**src/uvep_pkg.sv**
```systemverilog
// package for the uv eprom programmer/reader controller
package uvep_pkg;
	localparam int ADDR_W = 12;
	localparam int DATA_W = 8;
	localparam int CLK_PERIOD_NS = 8;
	// programming pulse: nominal 50 ms, limits 45..55 ms
	localparam longint PULSE_NOM_NS = 64'd50000000;
	localparam longint PULSE_MAX_NS = 64'd55000000;
	localparam int PULSE_CYC = int'(PULSE_NOM_NS / CLK_PERIOD_NS);
	localparam int PULSE_MAX_CYC = int'(PULSE_MAX_NS / CLK_PERIOD_NS);
	// setup and hold around the pulse, 2 us each
	localparam int SETUP_NS = 2000;
	localparam int SETUP_CYC = (SETUP_NS + CLK_PERIOD_NS - 1) / CLK_PERIOD_NS;
	// read access: address access time and output float delay
	localparam int ACCESS_NS = 450;
	localparam int ACCESS_CYC = (ACCESS_NS + CLK_PERIOD_NS - 1) / CLK_PERIOD_NS;
	localparam int FLOAT_NS = 100;
	localparam int FLOAT_CYC = (FLOAT_NS + CLK_PERIOD_NS - 1) / CLK_PERIOD_NS;
	localparam int CNT_W = 24;
	typedef enum logic [2:0] {
		UVEP_IDLE = 3'b000,
		UVEP_RD_ACC = 3'b001,
		UVEP_RD_FLT = 3'b010,
		UVEP_PG_SET = 3'b011,
		UVEP_PG_PLS = 3'b100,
		UVEP_PG_HLD = 3'b101
	} uvep_state_e;
	typedef struct packed {
		logic [ADDR_W-1:0] addr;
		logic [DATA_W-1:0] data;
		logic write;
	} uvep_req_s;
	typedef struct packed {
		logic [ADDR_W-1:0] addr;
		logic chip_sel_n;
		logic oe_n;
		logic vpp_on;
		logic [DATA_W-1:0] data_o;
		logic data_oe;
	} uvep_pins_s;
endpackage
```
**src/uvep_host.sv**
```systemverilog
// controller that reads and programs the uv eprom through its pins
`timescale 1ns/1ps
// Overview of operation
// - programming supply applied to request programming
// - address and data driven during programming
// - one low pulse after address, data stable
// - pulse width within 45 to 55 ms
// - chip select never held low steadily
// - one pulse per location, any order
// - supply switched only while select high
module uvep_host
	import uvep_pkg::*;
#(
	parameter int PULSE_CYCLES = PULSE_CYC
) (
	input wire logic clk,
	input wire logic rst_n,
	input wire logic req_valid,
	output logic req_ready,
	input wire uvep_req_s req,
	output logic rsp_valid,
	output logic [DATA_W-1:0] rsp_data,
	output uvep_pins_s pins,
	input wire logic [DATA_W-1:0] data_i
);
	uvep_state_e state_q, state_d;
	logic [CNT_W-1:0] cnt_q, cnt_d;
	uvep_pins_s pins_q, pins_d;
	logic [DATA_W-1:0] rsp_data_q, rsp_data_d;
	logic rsp_valid_q, rsp_valid_d;
	logic [DATA_W-1:0] din_s1_q, din_s2_q;

	// data pins are asynchronous to clk; only the second stage feeds logic
	always_ff @(posedge clk) begin
		din_s1_q <= data_i;
		din_s2_q <= din_s1_q;
	end

	assign req_ready = (state_q == UVEP_IDLE);
	assign pins = pins_q;
	assign rsp_valid = rsp_valid_q;
	assign rsp_data = rsp_data_q;

	always_comb begin
		state_d = state_q;
		cnt_d = cnt_q;
		pins_d = pins_q;
		rsp_data_d = rsp_data_q;
		rsp_valid_d = 1'b0;
		case (state_q)
			UVEP_IDLE: begin
				pins_d.chip_sel_n = 1'b1;
				pins_d.oe_n = 1'b1;
				pins_d.data_oe = 1'b0;
				cnt_d = '0;
				if (req_valid) begin
					pins_d.addr = req.addr;
					if (req.write) begin
						// supply changes only with select high
						pins_d.vpp_on = 1'b1;
						pins_d.data_o = req.data;
						pins_d.data_oe = 1'b1;
						state_d = UVEP_PG_SET;
					end else begin
						pins_d.vpp_on = 1'b0;
						pins_d.chip_sel_n = 1'b0;
						pins_d.oe_n = 1'b0;
						state_d = UVEP_RD_ACC;
					end
				end
			end
			UVEP_RD_ACC: begin
				cnt_d = cnt_q + 1'b1;
				if (cnt_q == CNT_W'(ACCESS_CYC + 2)) begin
					// two extra cycles cover the input synchroniser
					rsp_data_d = din_s2_q;
					rsp_valid_d = 1'b1;
					pins_d.chip_sel_n = 1'b1;
					pins_d.oe_n = 1'b1;
					cnt_d = '0;
					state_d = UVEP_RD_FLT;
				end
			end
			UVEP_RD_FLT: begin
				// let the device bus float before another party may drive
				cnt_d = cnt_q + 1'b1;
				if (cnt_q == CNT_W'(FLOAT_CYC)) begin
					state_d = UVEP_IDLE;
				end
			end
			UVEP_PG_SET: begin
				cnt_d = cnt_q + 1'b1;
				if (cnt_q == CNT_W'(SETUP_CYC)) begin
					pins_d.chip_sel_n = 1'b0;
					cnt_d = '0;
					state_d = UVEP_PG_PLS;
				end
			end
			UVEP_PG_PLS: begin
				cnt_d = cnt_q + 1'b1;
				if (cnt_q == CNT_W'(PULSE_CYCLES - 1)) begin
					pins_d.chip_sel_n = 1'b1;
					cnt_d = '0;
					state_d = UVEP_PG_HLD;
				end
			end
			UVEP_PG_HLD: begin
				cnt_d = cnt_q + 1'b1;
				if (cnt_q == CNT_W'(SETUP_CYC)) begin
					pins_d.data_oe = 1'b0;
					pins_d.vpp_on = 1'b0;
					rsp_valid_d = 1'b1;
					state_d = UVEP_IDLE;
				end
			end
			default: begin
				state_d = UVEP_IDLE;
			end
		endcase
	end

	always_ff @(posedge clk) begin
		if (!rst_n) begin
			state_q <= UVEP_IDLE;
			cnt_q <= '0;
			pins_q <= '{addr: '0, chip_sel_n: 1'b1, oe_n: 1'b1, vpp_on: 1'b0,
				data_o: '0, data_oe: 1'b0};
			rsp_data_q <= '0;
			rsp_valid_q <= 1'b0;
		end else begin
			state_q <= state_d;
			cnt_q <= cnt_d;
			pins_q <= pins_d;
			rsp_data_q <= rsp_data_d;
			rsp_valid_q <= rsp_valid_d;
		end
	end

	// checker helper: cycles spent with select low under the supply
	logic [CNT_W-1:0] low_cnt_q, low_cnt_d;
	always_comb begin
		low_cnt_d = low_cnt_q + 1'b1;
		if (pins_q.chip_sel_n || !pins_q.vpp_on) begin
			low_cnt_d = '0;
		end
	end

	always_ff @(posedge clk) begin
		if (!rst_n) begin
			low_cnt_q <= '0;
		end else begin
			low_cnt_q <= low_cnt_d;
		end
	end

	AST_PULSE_MAX: assert property (@(posedge clk) disable iff (!rst_n)
		low_cnt_q <= CNT_W'(PULSE_MAX_CYC))
		else $error("programming pulse too long");
	AST_VPP_STABLE: assert property (@(posedge clk) disable iff (!rst_n)
		$changed(pins_q.vpp_on) |-> pins_q.chip_sel_n && $past(pins_q.chip_sel_n))
		else $error("supply switched with select low");
	AST_PULSE_DATA: assert property (@(posedge clk) disable iff (!rst_n)
		(!pins_q.chip_sel_n && pins_q.vpp_on) |-> pins_q.data_oe && pins_q.oe_n)
		else $error("data not driven during pulse");
	AST_SETUP: assert property (@(posedge clk) disable iff (!rst_n)
		$fell(pins_q.chip_sel_n) && pins_q.vpp_on |-> $past(pins_q.data_oe, 8))
		else $error("pulse started before data setup");
	AST_NO_CONTEND: assert property (@(posedge clk) disable iff (!rst_n)
		!pins_q.oe_n |-> !pins_q.data_oe && !pins_q.vpp_on)
		else $error("bus contention on read");
	AST_RD_DONE: assert property (@(posedge clk) disable iff (!rst_n)
		$fell(pins_q.oe_n) |-> ##[1:70] rsp_valid)
		else $error("read did not complete");
	AST_ONE_PULSE: assert property (@(posedge clk) disable iff (!rst_n)
		$rose(pins_q.chip_sel_n) && pins_q.vpp_on |-> ##1 pins_q.chip_sel_n [*8])
		else $error("second pulse too soon");
	AST_IDLE_READY: assert property (@(posedge clk) disable iff (!rst_n)
		req_ready |-> pins_q.chip_sel_n)
		else $error("select held low while idle");

	// a pulse that ends must have lasted exactly the configured width
	AST_PULSE_WIDTH: assert property (@(posedge clk) disable iff (!rst_n)
		$rose(pins_q.chip_sel_n) && pins_q.vpp_on |-> low_cnt_q == CNT_W'(PULSE_CYCLES))
		else $error("programming pulse width wrong");

	// the cell latches whatever stands on the pins, so nothing may move mid-pulse
	AST_PULSE_STABLE: assert property (@(posedge clk) disable iff (!rst_n)
		!pins_q.chip_sel_n && pins_q.vpp_on |-> $stable(pins_q.addr) && $stable(pins_q.data_o))
		else $error("address or data moved during pulse");

	// data must outlive the pulse by the hold time
	AST_DATA_HOLD: assert property (@(posedge clk) disable iff (!rst_n)
		$fell(pins_q.data_oe) |-> pins_q.chip_sel_n && $past(pins_q.chip_sel_n, 8))
		else $error("data released too close to pulse");

	// supply comes up only with the device deselected and our data on the pins
	AST_SUPPLY_ON: assert property (@(posedge clk) disable iff (!rst_n)
		$rose(pins_q.vpp_on) |-> pins_q.chip_sel_n && pins_q.oe_n && pins_q.data_oe)
		else $error("supply raised in wrong pin state");

	// after its single pulse a write ends with the supply off
	AST_WR_DONE: assert property (@(posedge clk) disable iff (!rst_n)
		$rose(pins_q.chip_sel_n) && pins_q.vpp_on |-> ##[1:300] (!pins_q.vpp_on && rsp_valid))
		else $error("write did not finish after its pulse");

	// another bus party may drive only after the float delay
	AST_FLOAT_WAIT: assert property (@(posedge clk) disable iff (!rst_n)
		$rose(pins_q.oe_n) && !pins_q.vpp_on |-> !req_ready [*8])
		else $error("ready before outputs floated");

	AST_RD_ADDR: assert property (@(posedge clk) disable iff (!rst_n)
		!pins_q.oe_n && !$past(pins_q.oe_n) |-> $stable(pins_q.addr))
		else $error("address moved during read");
endmodule

```
**config.mk**
```make
export PLATFORM = sky130hd
export DESIGN_NAME = uvep_host
export DESIGN_NICKNAME = d
export VERILOG_FILES = /design/src/uvep_pkg.sv /design/src/uvep_host.sv
export SDC_FILE = /design/constraint.sdc
export NUM_CORES = 1
export LEC_CHECK = 0
export BUFFER_PORTS_ARGS = -buffer_cell sky130_fd_sc_hd__buf_2
export CORE_MARGIN = 5
export CORE_UTILIZATION = 55
export CTS_BUF_LIST = sky130_fd_sc_hd__clkbuf_16
export DETAILED_ROUTE_END_ITERATION = 6
export HOLD_SLACK_MARGIN = 0.1
export PLACE_DENSITY = 0.77
export SYNTH_ARGS = -nofsm -noshare
export SYNTH_HDL_FRONTEND = slang
export SYNTH_SLANG_ARGS = --single-unit
```
**constraint.sdc**
```tcl
create_clock -name clk -period 2.4 [get_ports clk]
set_clock_uncertainty 0.05 [all_clocks]
set_input_delay 0.36 -clock clk [delete_from_list [all_inputs] [get_ports clk]]
set_output_delay 0.36 -clock clk [all_outputs]
set_load 0.02 [all_outputs]
```
==> results.py, run 1 <==
metrics = {
    "global_routing": {
        "antenna_found_initial": 0,
        "grt_pass1_vias": 2874,
        "grt_max_degree": 29,
        "grt_usage_pct": 21.3,
        "grt_pass1_wl_mm": 13.2,
        "grt-ovfl-total": 0,
    },
    "power_and_ir_drop": {
        "ir_worst_vdd_v": 0.000538,
        "powerDensity_nw_per_um2": 739,
        "p_leak_nw": 1.75,
    },
    "logic_synthesis": {
        "syn_area_per_cell_um2": 8.53,
        "synth_top_area_share_pct": 44.9,
        "synthDistinctLibCells": 52,
        "syn-cell-area_um2": 3390,
        "async_flop_share_pct": 0,
        "ys_warn_count": 0,
        "seq_area_frac_synth_pct": 44.9,
        "synth_edf_count": 0,
        "ys_ff_latch": 76,
        "synth_flop_cell": "dfxtp_1",
        "post-synth-top-area-cell": "dfxtp_1",
        "yosys-top-cells-area": "dfxtp_1 45%, nand2_1 10%, a21boi_0 6.2%",
        "synth.net_count": 432,
        "syn_inst": 397,
    },
    "timing": {
        "hold_viol_final": 0,
        "setup_tns_ns": 0,
        "tightest_slew_ns": 0.630,
        "slew_headroom_pct": 58.0,
        "setup_viol": 0,
        "final_max_slew_viol_count": 0,
        "min_period_ns": 2.20,
        "min_period_over_period_pct": 91.8,
        "fmax_mhz": 454,
        "rsz0062_at_grt": "false",
    },
    "critical_path": {
        "reg2reg_from": "cnt_q[0]",
        "r2r_end": "cnt_q[20]",
        "critPathSlowestCell": "or4_4",
        "path_max_fanout": 8,
        "crit_buf_inv": 0,
        "crit_path_start_kind": "flop",
        "required_ns": 2.58,
        "max_stage_delay_ns": 0.58,
        "arrival_ns": 2.38,
        "worstRegToRegCells": 7,
        "crit_family": "simple AND/OR/NAND/NOR gates",
        "endpoint_kind": "flop",
        "r2r_setup_slack_ns": 0.20,
        "crit_type": "flop to flop",
        "crit_chain": "ha_1 -> nand3_2 -> or2_1 -> or4_4 -> o21a_1 -> o21ai_1 -> nand2_1",
    },
    "cts": {
        "cts_max_level": 3,
        "cts_buffer_depth": 2,
        "cts_sinks": 76,
        "numCtsBuffers": 9,
        "root_buffer": "clkbuf_16",
        "clock_latency_ns": 0.33,
        "cts_tree": "done",
        "clkSlewWorstSetupHoldPaths_ns": 0.07,
        "post_cts_buffers": 0,
    },
    "worst_hold_path": {
        "whs_endpoint": "pins[17]",
        "hp-class": "primary input to flop",
        "hp-start": "req[14]",
        "holdPathStages": 3,
    },
    "routing": {
        "avgRoutedWirePerCell_um": 14.2,
        "num_vias": 3037,
        "firstDrtPassIters": 4,
        "drc": 0,
        "antenna_left": 0,
        "viasPerCell": 5.57,
        "routed_wl_mm": 7.75,
        "drtIter0Drc": 246,
    },
    "placement": {
        "place_inst": 521,
        "port_buffers": 65,
        "placed_area_um2": 3760,
        "dp_hpwl_mm": 5.41,
        "routabilityCongestion": 0.932,
    },
    "cells_and_area": {
        "num_antenna_cells": 0,
        "finalInstanceArea_um2": 4150,
        "ff_latch_area_um2": 1520,
        "instances_no_fill": 545,
        "multi_input_area_um2": 1730,
        "area_growth_pct": 22.5,
        "final_cell_mix": "90 x nand2_1, 76 x dfxtp_1, 65 x buf_2",
        "nets": 500,
        "fill_cells": 493,
        "postLayoutCoreUtil_pct": 69.6,
        "layout-drive-gt1-share_pct": 22.1,
        "mostFrequentLayoutCell": "nand2_1",
    },
    "floorplanning": {
        "start_util_pct": 56.9,
        "die_x_um": 88.5,
        "core_um2": 5960,
        "dieArea_um2": 7830,
        "dieHeight_um": 88.5,
        "io_pins": 66,
        "fp-row-count": 28,
    },
    "job": {
        "maxCapViolCount": 0,
    },
    "status": {
        "status": "complete, no violations",
    },
}
==> power by group <==
group | total (mW) | switching (mW) | internal [mW]
Sequential | 1.36 | 0.0415 | 1.32
Combinational | 0.363 | 0.212 | 0.151
Clock | 1.34 | 0.598 | 0.742
Total | 3.06 | 0.851 | 2.21
==> cells in the mapped netlist, drive strengths merged (6+ instances only) <==
| cell | count |
|---|---|
| nand2 | 90 |
| dfxtp | 76 |
| a21boi | 29 |
| nor2 | 19 |
| nand3 | 17 |
| a31oi | 13 |
| clkbuf | 13 |
| buf | 12 |
| and3 | 10 |
| nand4 | 9 |
| o21ai | 9 |
| a21oi | 8 |
| and2 | 8 |
| nor3 | 8 |
| a22o | 7 |
| inv | 7 |
| nand2b | 6 |
| nor4 | 6 |
==> through the flow <==
step | power [mW] | worst slack (ns) | hold WS [ns]
2_1_floorplan | 1.63 | 0.309 | 0.260
3_3_place_gp | 1.73 | 0.178 | 0.260
3_5_place_dp | 1.74 | 0.0921 | 0.263
4_1_cts | 3.10 | 0.0919 | 0.211
5_1_grt | 3.21 | 0.0165 | 0.221
6_report | 3.06 | 0.197 | 0.218
==> worst max-delay path by stage <==
stage / start / to / slack, ns / cells after the start
3_5_place_dp: cnt_q[0] / cnt_q[22] / 0.09 / 7
2_1_floorplan: cnt_q[0] / cnt_q[20] / 0.31 / 8
5_1_grt: cnt_q[14] / rsp_data[7] / 0.02 / 6
3_3_place_gp: cnt_q[0] / cnt_q[20] / 0.18 / 7
4_1_cts: cnt_q[0] / cnt_q[22] / 0.09 / 7
6_report: cnt_q[0] / cnt_q[20] / 0.20 / 7
==> worst min-delay path: stages <==
cell,delay (ns)
buf_2,0.09
nand2_1,0.04
a21boi_0,0.06
==> registers in the layout (all words and copies together) (netlist names) <==
name,flops
cnt_q,24
pins,24
din_s1_q,8
din_s2_q,8
rsp_data,8
state_q,3
rsp_valid,1
==> cell families (layout without fill, tap and decap cells) <==
logic type | after synthesis | in the layout | synth area share [%]
fa+ha+maj | 3 | 3 | 1.11
flops | 76 | 76 | 44.9
buf+inv | 32 | 105 | 4.25
xor+xnor | 2 | 2 | 0.517
mux | 5 | 5 | 1.51
simple gates | 194 | 194 | 29.9
compound gates | 85 | 85 | 17.8
==> cell type report <==
class                      count  share of cell area, %
clock buffer                   9                   5.43
clock inverter                 7                   1.84
inverter                       7                  0.633
multi-input combinational    289                   41.7
sequential                    76                   36.7
tap                           75                   2.26
timing repair buffer          82                   11.4
==> repair_timing <==
item,4_1_cts,5_1_grt
endpoints found under the setup margin,0,2
hold buffers,8,0
endpoints found under the hold margin,8,0
resized for setup,0,1
==> metal layers <==
metal / part of all wire [%] / track usage (%)
met4: 1.2 / 8.79
met1: 43 / 27.0
met5: 0 / 0
met3: 7.6 / 4.75
met2: 48 / 35.2
No activity file was read; power rests on OpenSTA's default activity.
==> inputs of run 2 (changes only) <==
--- a/config.mk
+++ b/config.mk
@@ -6,6 +6,7 @@
 export NUM_CORES = 1
 export LEC_CHECK = 0
 export BUFFER_PORTS_ARGS = -buffer_cell sky130_fd_sc_hd__buf_2
+export CAP_MARGIN = 40
 export CORE_MARGIN = 5
 export CORE_UTILIZATION = 55
 export CTS_BUF_LIST = sky130_fd_sc_hd__clkbuf_16
==> constraint.sdc (replaced) <==
create_clock -name clk -period 2.3 [get_ports clk]
set_clock_uncertainty 0.05 [all_clocks]
set_input_delay 0.345 -clock clk [delete_from_list [all_inputs] [get_ports clk]]
set_output_delay 0.345 -clock clk [all_outputs]
set_load 0.02 [all_outputs]
==> results.py, run 2 (synthesized netlist as in run 1, its figures left out) <==
metrics = {
    "status": {
        "status": "complete, no violations",
    },
    "floorplanning": {
        "fp-row-count": 28,
        "dieArea_um2": 7830,
        "core_um2": 5960,
        "dieHeight_um": 88.5,
        "io_pins": 66,
        "start_util_pct": 56.9,
        "die_x_um": 88.5,
    },
    "critical_path": {
        "endpoint_kind": "flop",
        "worstRegToRegCells": 10,
        "crit_type": "flop to flop",
        "startpoint": "cnt_q[0]",
        "reg2reg_from": "cnt_q[0]",
        "arrival_ns": 2.35,
        "required_ns": 2.48,
        "path_max_fanout": 40,
        "crit_path_start_kind": "flop",
    },
    "global_routing": {
        "grt_pass1_wl_mm": 13.3,
        "antenna_found_initial": 0,
        "grt_max_degree": 41,
        "grt-ovfl-total": 0,
        "grt_usage_pct": 21.6,
        "grt_pass1_vias": 2805,
    },
    "routing": {
        "firstDrtPassIters": 4,
        "drtIter0Drc": 240,
        "antenna_left": 0,
        "avgRoutedWirePerCell_um": 14.4,
        "viasPerCell": 5.59,
        "drc": 0,
        "num_vias": 3063,
        "routed_wl_mm": 7.90,
    },
    "cts": {
        "root_buffer": "clkbuf_16",
        "cts_sinks": 76,
        "post_cts_buffers": 0,
        "cts_buffer_depth": 2,
        "cts_max_level": 3,
        "clkSlewWorstSetupHoldPaths_ns": 0.06,
        "clock_latency_ns": 0.33,
        "numCtsBuffers": 9,
        "cts_tree": "done",
    },
    "cells_and_area": {
        "ff_latch_area_um2": 1520,
        "mostFrequentLayoutCell": "nand2_1",
        "area_growth_pct": 23.3,
        "nets": 503,
        "multi_input_area_um2": 1740,
        "layout-drive-gt1-share_pct": 23.5,
        "postLayoutCoreUtil_pct": 70.1,
        "fill_cells": 486,
        "num_antenna_cells": 0,
        "final_cell_mix": "90 x nand2_1, 75 x dfxtp_1, 65 x buf_2",
    },
    "worst_hold_path": {
        "hp-class": "primary input to flop",
        "hp-start": "req[14]",
        "holdPathStages": 3,
    },
    "job": {
        "maxCapViolCount": 0,
    },
    "placement": {
        "dp_hpwl_mm": 5.33,
        "port_buffers": 65,
        "routabilityCongestion": 0.924,
    },
    "power_and_ir_drop": {
        "swShare_pct": 27.3,
        "power_mw": 3.15,
        "clkPwrFrac_pct": 42.4,
        "combPwrFrac_pct": 12.6,
        "power.internal_mw": 2.29,
        "ir_worst_vdd_v": 0.000574,
        "p_seq_share_pct": 45.1,
        "switching_power_mw": 0.860,
        "powerDensity_nw_per_um2": 754,
        "p_leak_nw": 1.76,
    },
    "timing": {
        "tightest_slew_ns": 0.599,
        "setup_tns_ns": 0,
        "hold_viol_final": 0,
        "whs_ns": 0.207,
        "slew_headroom_pct": 60.1,
        "min_period_over_period_pct": 94.3,
        "min_period_ns": 2.17,
        "fmax_mhz": 461,
        "setup_viol": 0,
        "rsz0062_at_grt": "false",
        "final_max_slew_viol_count": 0,
    },
}
==> run 2: changes by cell type in the layout (fill, tap and decap cells not counted), sizes merged <==
cell | before | now
inv | 13 | 11
buf | 74 | 77
clkinvlp | 0 | 2
==> run 2: layout make-up <==
type	count	area share (%)
repair buffers	85	12.2
flip-flops and latches	76	36.5
clock buffers	9	5.39
multi-input cells	289	41.7
clock inverters	7	1.38
well taps	75	2.25
inverters	7	0.629
==> run 2: per-stage QoR <==
step | cell area [um2] | std cells | setup slack (ns)
floorplan | 3390 | 397 | 0.209
global placement | 3800 | 524 | 0.152
detailed placement | 3800 | 524 | 0.0944
CTS | 4160 | 548 | 0.0769
global route | 4180 | 548 | 0.00880
finish | 4180 | 548 | 0.131
==> run 2: layer usage <==
layer	up-vias	wire length [um]	GRT usage, %
met5	-	0	0
met4	0	141	7.69
met3	15	489	5.40
met2	93	3860	35.6
met1	1421	3410	27.7
li1	1534	-	-
==> run 2: critical path, stage by stage, from the launching register on <==
cell and delay [ns]:
dfxtp_1 0.32, buf_4 0.15, inv_1 0.09, ha_1 0.15, and3_1 0.25, nand4_1 0.12
nor2_1 0.30, nor3_4 0.09, buf_12 0.18, a21o_1 0.17, a22o_2 0.20
==> run 2: repair_timing <==
action                                  CTS  global route
endpoints found under the hold margin     8             0
endpoints found under the setup margin    0             6
hold buffers                              8             0
resized for setup                         0             5
==> run 2: worst paths after layout <==
kind                                    end  slack (ns)
worst max-delay path              cnt_q[14]        0.13
worst min-delay path               pins[17]        0.21
worst min register to register  din_s2_q[6]        0.28
worst max register to register    cnt_q[14]        0.13
==> run 2: power by group through the flow <==
stage               clock network, mW  registers, mW  logic (mW)
detailed placement                  0           1.45       0.381
CTS                              1.36           1.42       0.397
global route                     1.41           1.43       0.442
floorplan                           0           1.48       0.224
finish                           1.33           1.42       0.396
global placement                    0           1.44       0.374
==> inputs of run 3 (changes only) <==
--- a/config.mk
+++ b/config.mk
@@ -5,10 +5,11 @@
 export SDC_FILE = /design/constraint.sdc
 export NUM_CORES = 1
 export LEC_CHECK = 0
+export ABC_AREA = 1
 export BUFFER_PORTS_ARGS = -buffer_cell sky130_fd_sc_hd__buf_2
 export CAP_MARGIN = 40
 export CORE_MARGIN = 5
-export CORE_UTILIZATION = 55
+export CORE_UTILIZATION = 56
 export CTS_BUF_LIST = sky130_fd_sc_hd__clkbuf_16
 export DETAILED_ROUTE_END_ITERATION = 6
 export HOLD_SLACK_MARGIN = 0.1
==> results.py, run 3 <==
metrics = {
    "cells_and_area": {
        "finalInstanceArea_um2": 4400,
        "final_cell_mix": "115 x nand2_1, 76 x dfxtp_1, 74 x nor2_1",
        "postLayoutCoreUtil_pct": 69.2,
        "nets": 615,
        "instances_no_fill": 662,
        "layout-drive-gt1-share_pct": 22.1,
        "num_antenna_cells": 0,
        "mostFrequentLayoutCell": "nand2_1",
        "area_growth_pct": 20.4,
    },
    "logic_synthesis": {
        "synth.net_count": 543,
        "async_flop_share_pct": 0,
        "post-synth-top-area-cell": "dfxtp_1",
        "ys_top_cells_by_count": "115 x nand2_1, 76 x dfxtp_1, 74 x nor2_1",
        "seq_area_frac_synth_pct": 41.7,
        "synth_top_area_share_pct": 41.7,
        "synth_flop_cell": "dfxtp_1",
        "syn-cell-area_um2": 3650,
        "ys_ff_latch": 76,
        "synth_most_common_cell": "nand2_1",
        "syn_inst": 508,
        "ys_warn_count": 0,
        "synthDistinctLibCells": 35,
        "yosys-top-cells-area": "dfxtp_1 42%, nand2_1 12%, nor2_1 7.6%",
        "syn_area_per_cell_um2": 7.19,
        "synth_edf_count": 0,
    },
    "routing": {
        "antenna_left": 0,
        "num_vias": 3406,
        "avgRoutedWirePerCell_um": 12.9,
        "viasPerCell": 5.15,
        "firstDrtPassIters": 5,
        "drc": 0,
        "routed_wl_mm": 8.53,
        "drtIter0Drc": 161,
    },
    "critical_path": {
        "crit_type": "flop to flop",
        "crit_path_start_kind": "flop",
        "crit_buf_inv": 0,
        "crit_chain": "ha_1 -> nand3_1 -> nor2_4 -> nand3_4 -> nand2_4 -> nand2_4 -> nor2_2 -> nor2_1 -> nor2_1 -> nor2_1",
        "critPathSlowestCell": "dfxtp_1",
        "arrival_ns": 2.05,
        "crit_family": "simple AND/OR/NAND/NOR gates",
        "max_stage_delay_ns": 0.40,
        "r2r_end": "cnt_q[5]",
        "path_max_fanout": 17,
        "worstRegToRegCells": 10,
        "crit_top_cell": "nor2_1",
        "crit_cells": 10,
        "r2r_setup_slack_ns": 0.41,
        "reg2reg_from": "cnt_q[1]",
        "required_ns": 2.46,
        "endpoint": "cnt_q[5]",
        "startpoint": "cnt_q[1]",
        "endpoint_kind": "flop",
    },
    "power_and_ir_drop": {
        "switching_power_mw": 1.44,
        "ir_worst_vdd_v": 0.000666,
        "swShare_pct": 35.1,
        "power_mw": 4.10,
        "clkPwrFrac_pct": 34.8,
        "p_seq_share_pct": 37.8,
        "p_leak_nw": 1.99,
        "powerDensity_nw_per_um2": 932,
        "power.internal_mw": 2.66,
        "combPwrFrac_pct": 27.4,
    },
    "floorplanning": {
        "io_pins": 66,
        "fp-row-count": 29,
        "die_x_um": 90.7,
        "start_util_pct": 57.5,
        "core_um2": 6350,
        "dieArea_um2": 8230,
        "dieHeight_um": 90.7,
    },
    "cts": {
        "numCtsBuffers": 9,
        "cts_max_level": 3,
        "root_buffer": "clkbuf_16",
        "clkSlewWorstSetupHoldPaths_ns": 0.06,
        "post_cts_buffers": 0,
        "cts_sinks": 76,
        "clock_latency_ns": 0.33,
        "cts_buffer_depth": 2,
        "cts_tree": "done",
    },
    "timing": {
        "slew_headroom_pct": 73.5,
        "fmax_mhz": 530,
        "postLayoutSetupSlackWorst_ns": 0.412,
        "setup_viol": 0,
        "setup_tns_ns": 0,
        "min_period_ns": 1.89,
        "min_period_over_period_pct": 82.1,
        "whs_ns": 0.183,
        "tightest_slew_ns": 0.395,
        "final_max_slew_viol_count": 0,
        "hold_viol_final": 0,
        "rsz0062_at_grt": "false",
    },
    "global_routing": {
        "grt_pass1_vias": 3345,
        "antenna_found_initial": 0,
        "grt_usage_pct": 21.5,
        "grt_max_degree": 27,
        "grt-ovfl-total": 0,
        "grt_pass1_wl_mm": 14.8,
    },
    "placement": {
        "port_buffers": 65,
        "dp_hpwl_mm": 6.05,
        "routabilityCongestion": 0.896,
        "place_inst": 638,
        "pre_cts_slack_ns": 0.431,
        "placed_area_um2": 4010,
    },
    "job": {
        "maxCapViolCount": 0,
    },
    "worst_hold_path": {
        "holdPathStages": 3,
        "hp-class": "primary input to flop",
    },
    "status": {
        "status": "complete, no violations",
    },
}
-- run 3: changes by cell type after synthesis, moves of 16 or more --
cell      change
o21ai_0      +16
a21oi_1      +25
nor2_1       +55
nand2_1      +25
nand3_1      +18
inv_1        +40
a21boi_0     -27
-- run 3: cell families after synthesis --
family | Yosys count | synth area share [%]
AOI/OAI and AO/OA | 77 | 11.9
and+or+nand+nor | 266 | 33.6
xor gates and xnor gates | 15 | 3.60
DFF | 76 | 41.7
adders and majority gates | 3 | 1.03
buffers and inverters | 71 | 8.22
-- run 3: worst min path at each step --
stage,startpoint,to,slack [ns]
2_1_floorplan,din_s1_q[0],din_s2_q[0],0.26
3_3_place_gp,din_s1_q[3],din_s2_q[3],0.26
3_5_place_dp,din_s1_q[0],din_s2_q[0],0.26
4_1_cts,req[13],pins[16],0.18
5_1_grt,req[15],pins[18],0.19
6_report,req[13],pins[16],0.18
-- run 3: power groups by stage --
stage               clock [mW]  sequential [mW]  combinational, mW
floorplan                    0             1.67              0.741
global placement             0             1.57               1.09
detailed placement           0             1.57               1.11
CTS                       1.46             1.55               1.13
global route              1.53             1.56               1.26
finish                    1.43             1.55               1.12
-- run 3: area by class of cell --
cell class / count / area, um2
Inverter: 55 / 206
Multi-Input combinational cell: 361 / 1830
Timing Repair Buffer: 77 / 435
Clock buffer: 9 / 225
Clock inverter: 7 / 81.3
Tap cell: 77 / 96.3
Sequential cell: 76 / 1520
Fill cell: 512 / 1950
-- run 3: routing by layer --
metal / wire length, um / track usage, % / share of wire [%] / vias to the layer above
li1: - / - / - / 1755
met1: 3750 / 25.6 / 44 / 1572
met2: 4240 / 37.8 / 50 / 70
met3: 426 / 5.33 / 5.0 / 9
met4: 110 / 6.45 / 1.3 / 0
met5: 0 / 0 / 0 / -
-- run 3: what timing repair did --
item / CTS / global route
gates resized for setup: 0 / 0
hold buffers: 8 / 0
hold endpoints to repair: 8 / 0
-- run 3: worst min-delay path, delay by kind of cell --
family	cells	cell delay [ns]
simple gates	2	0.11
buf+inv	1	0.07
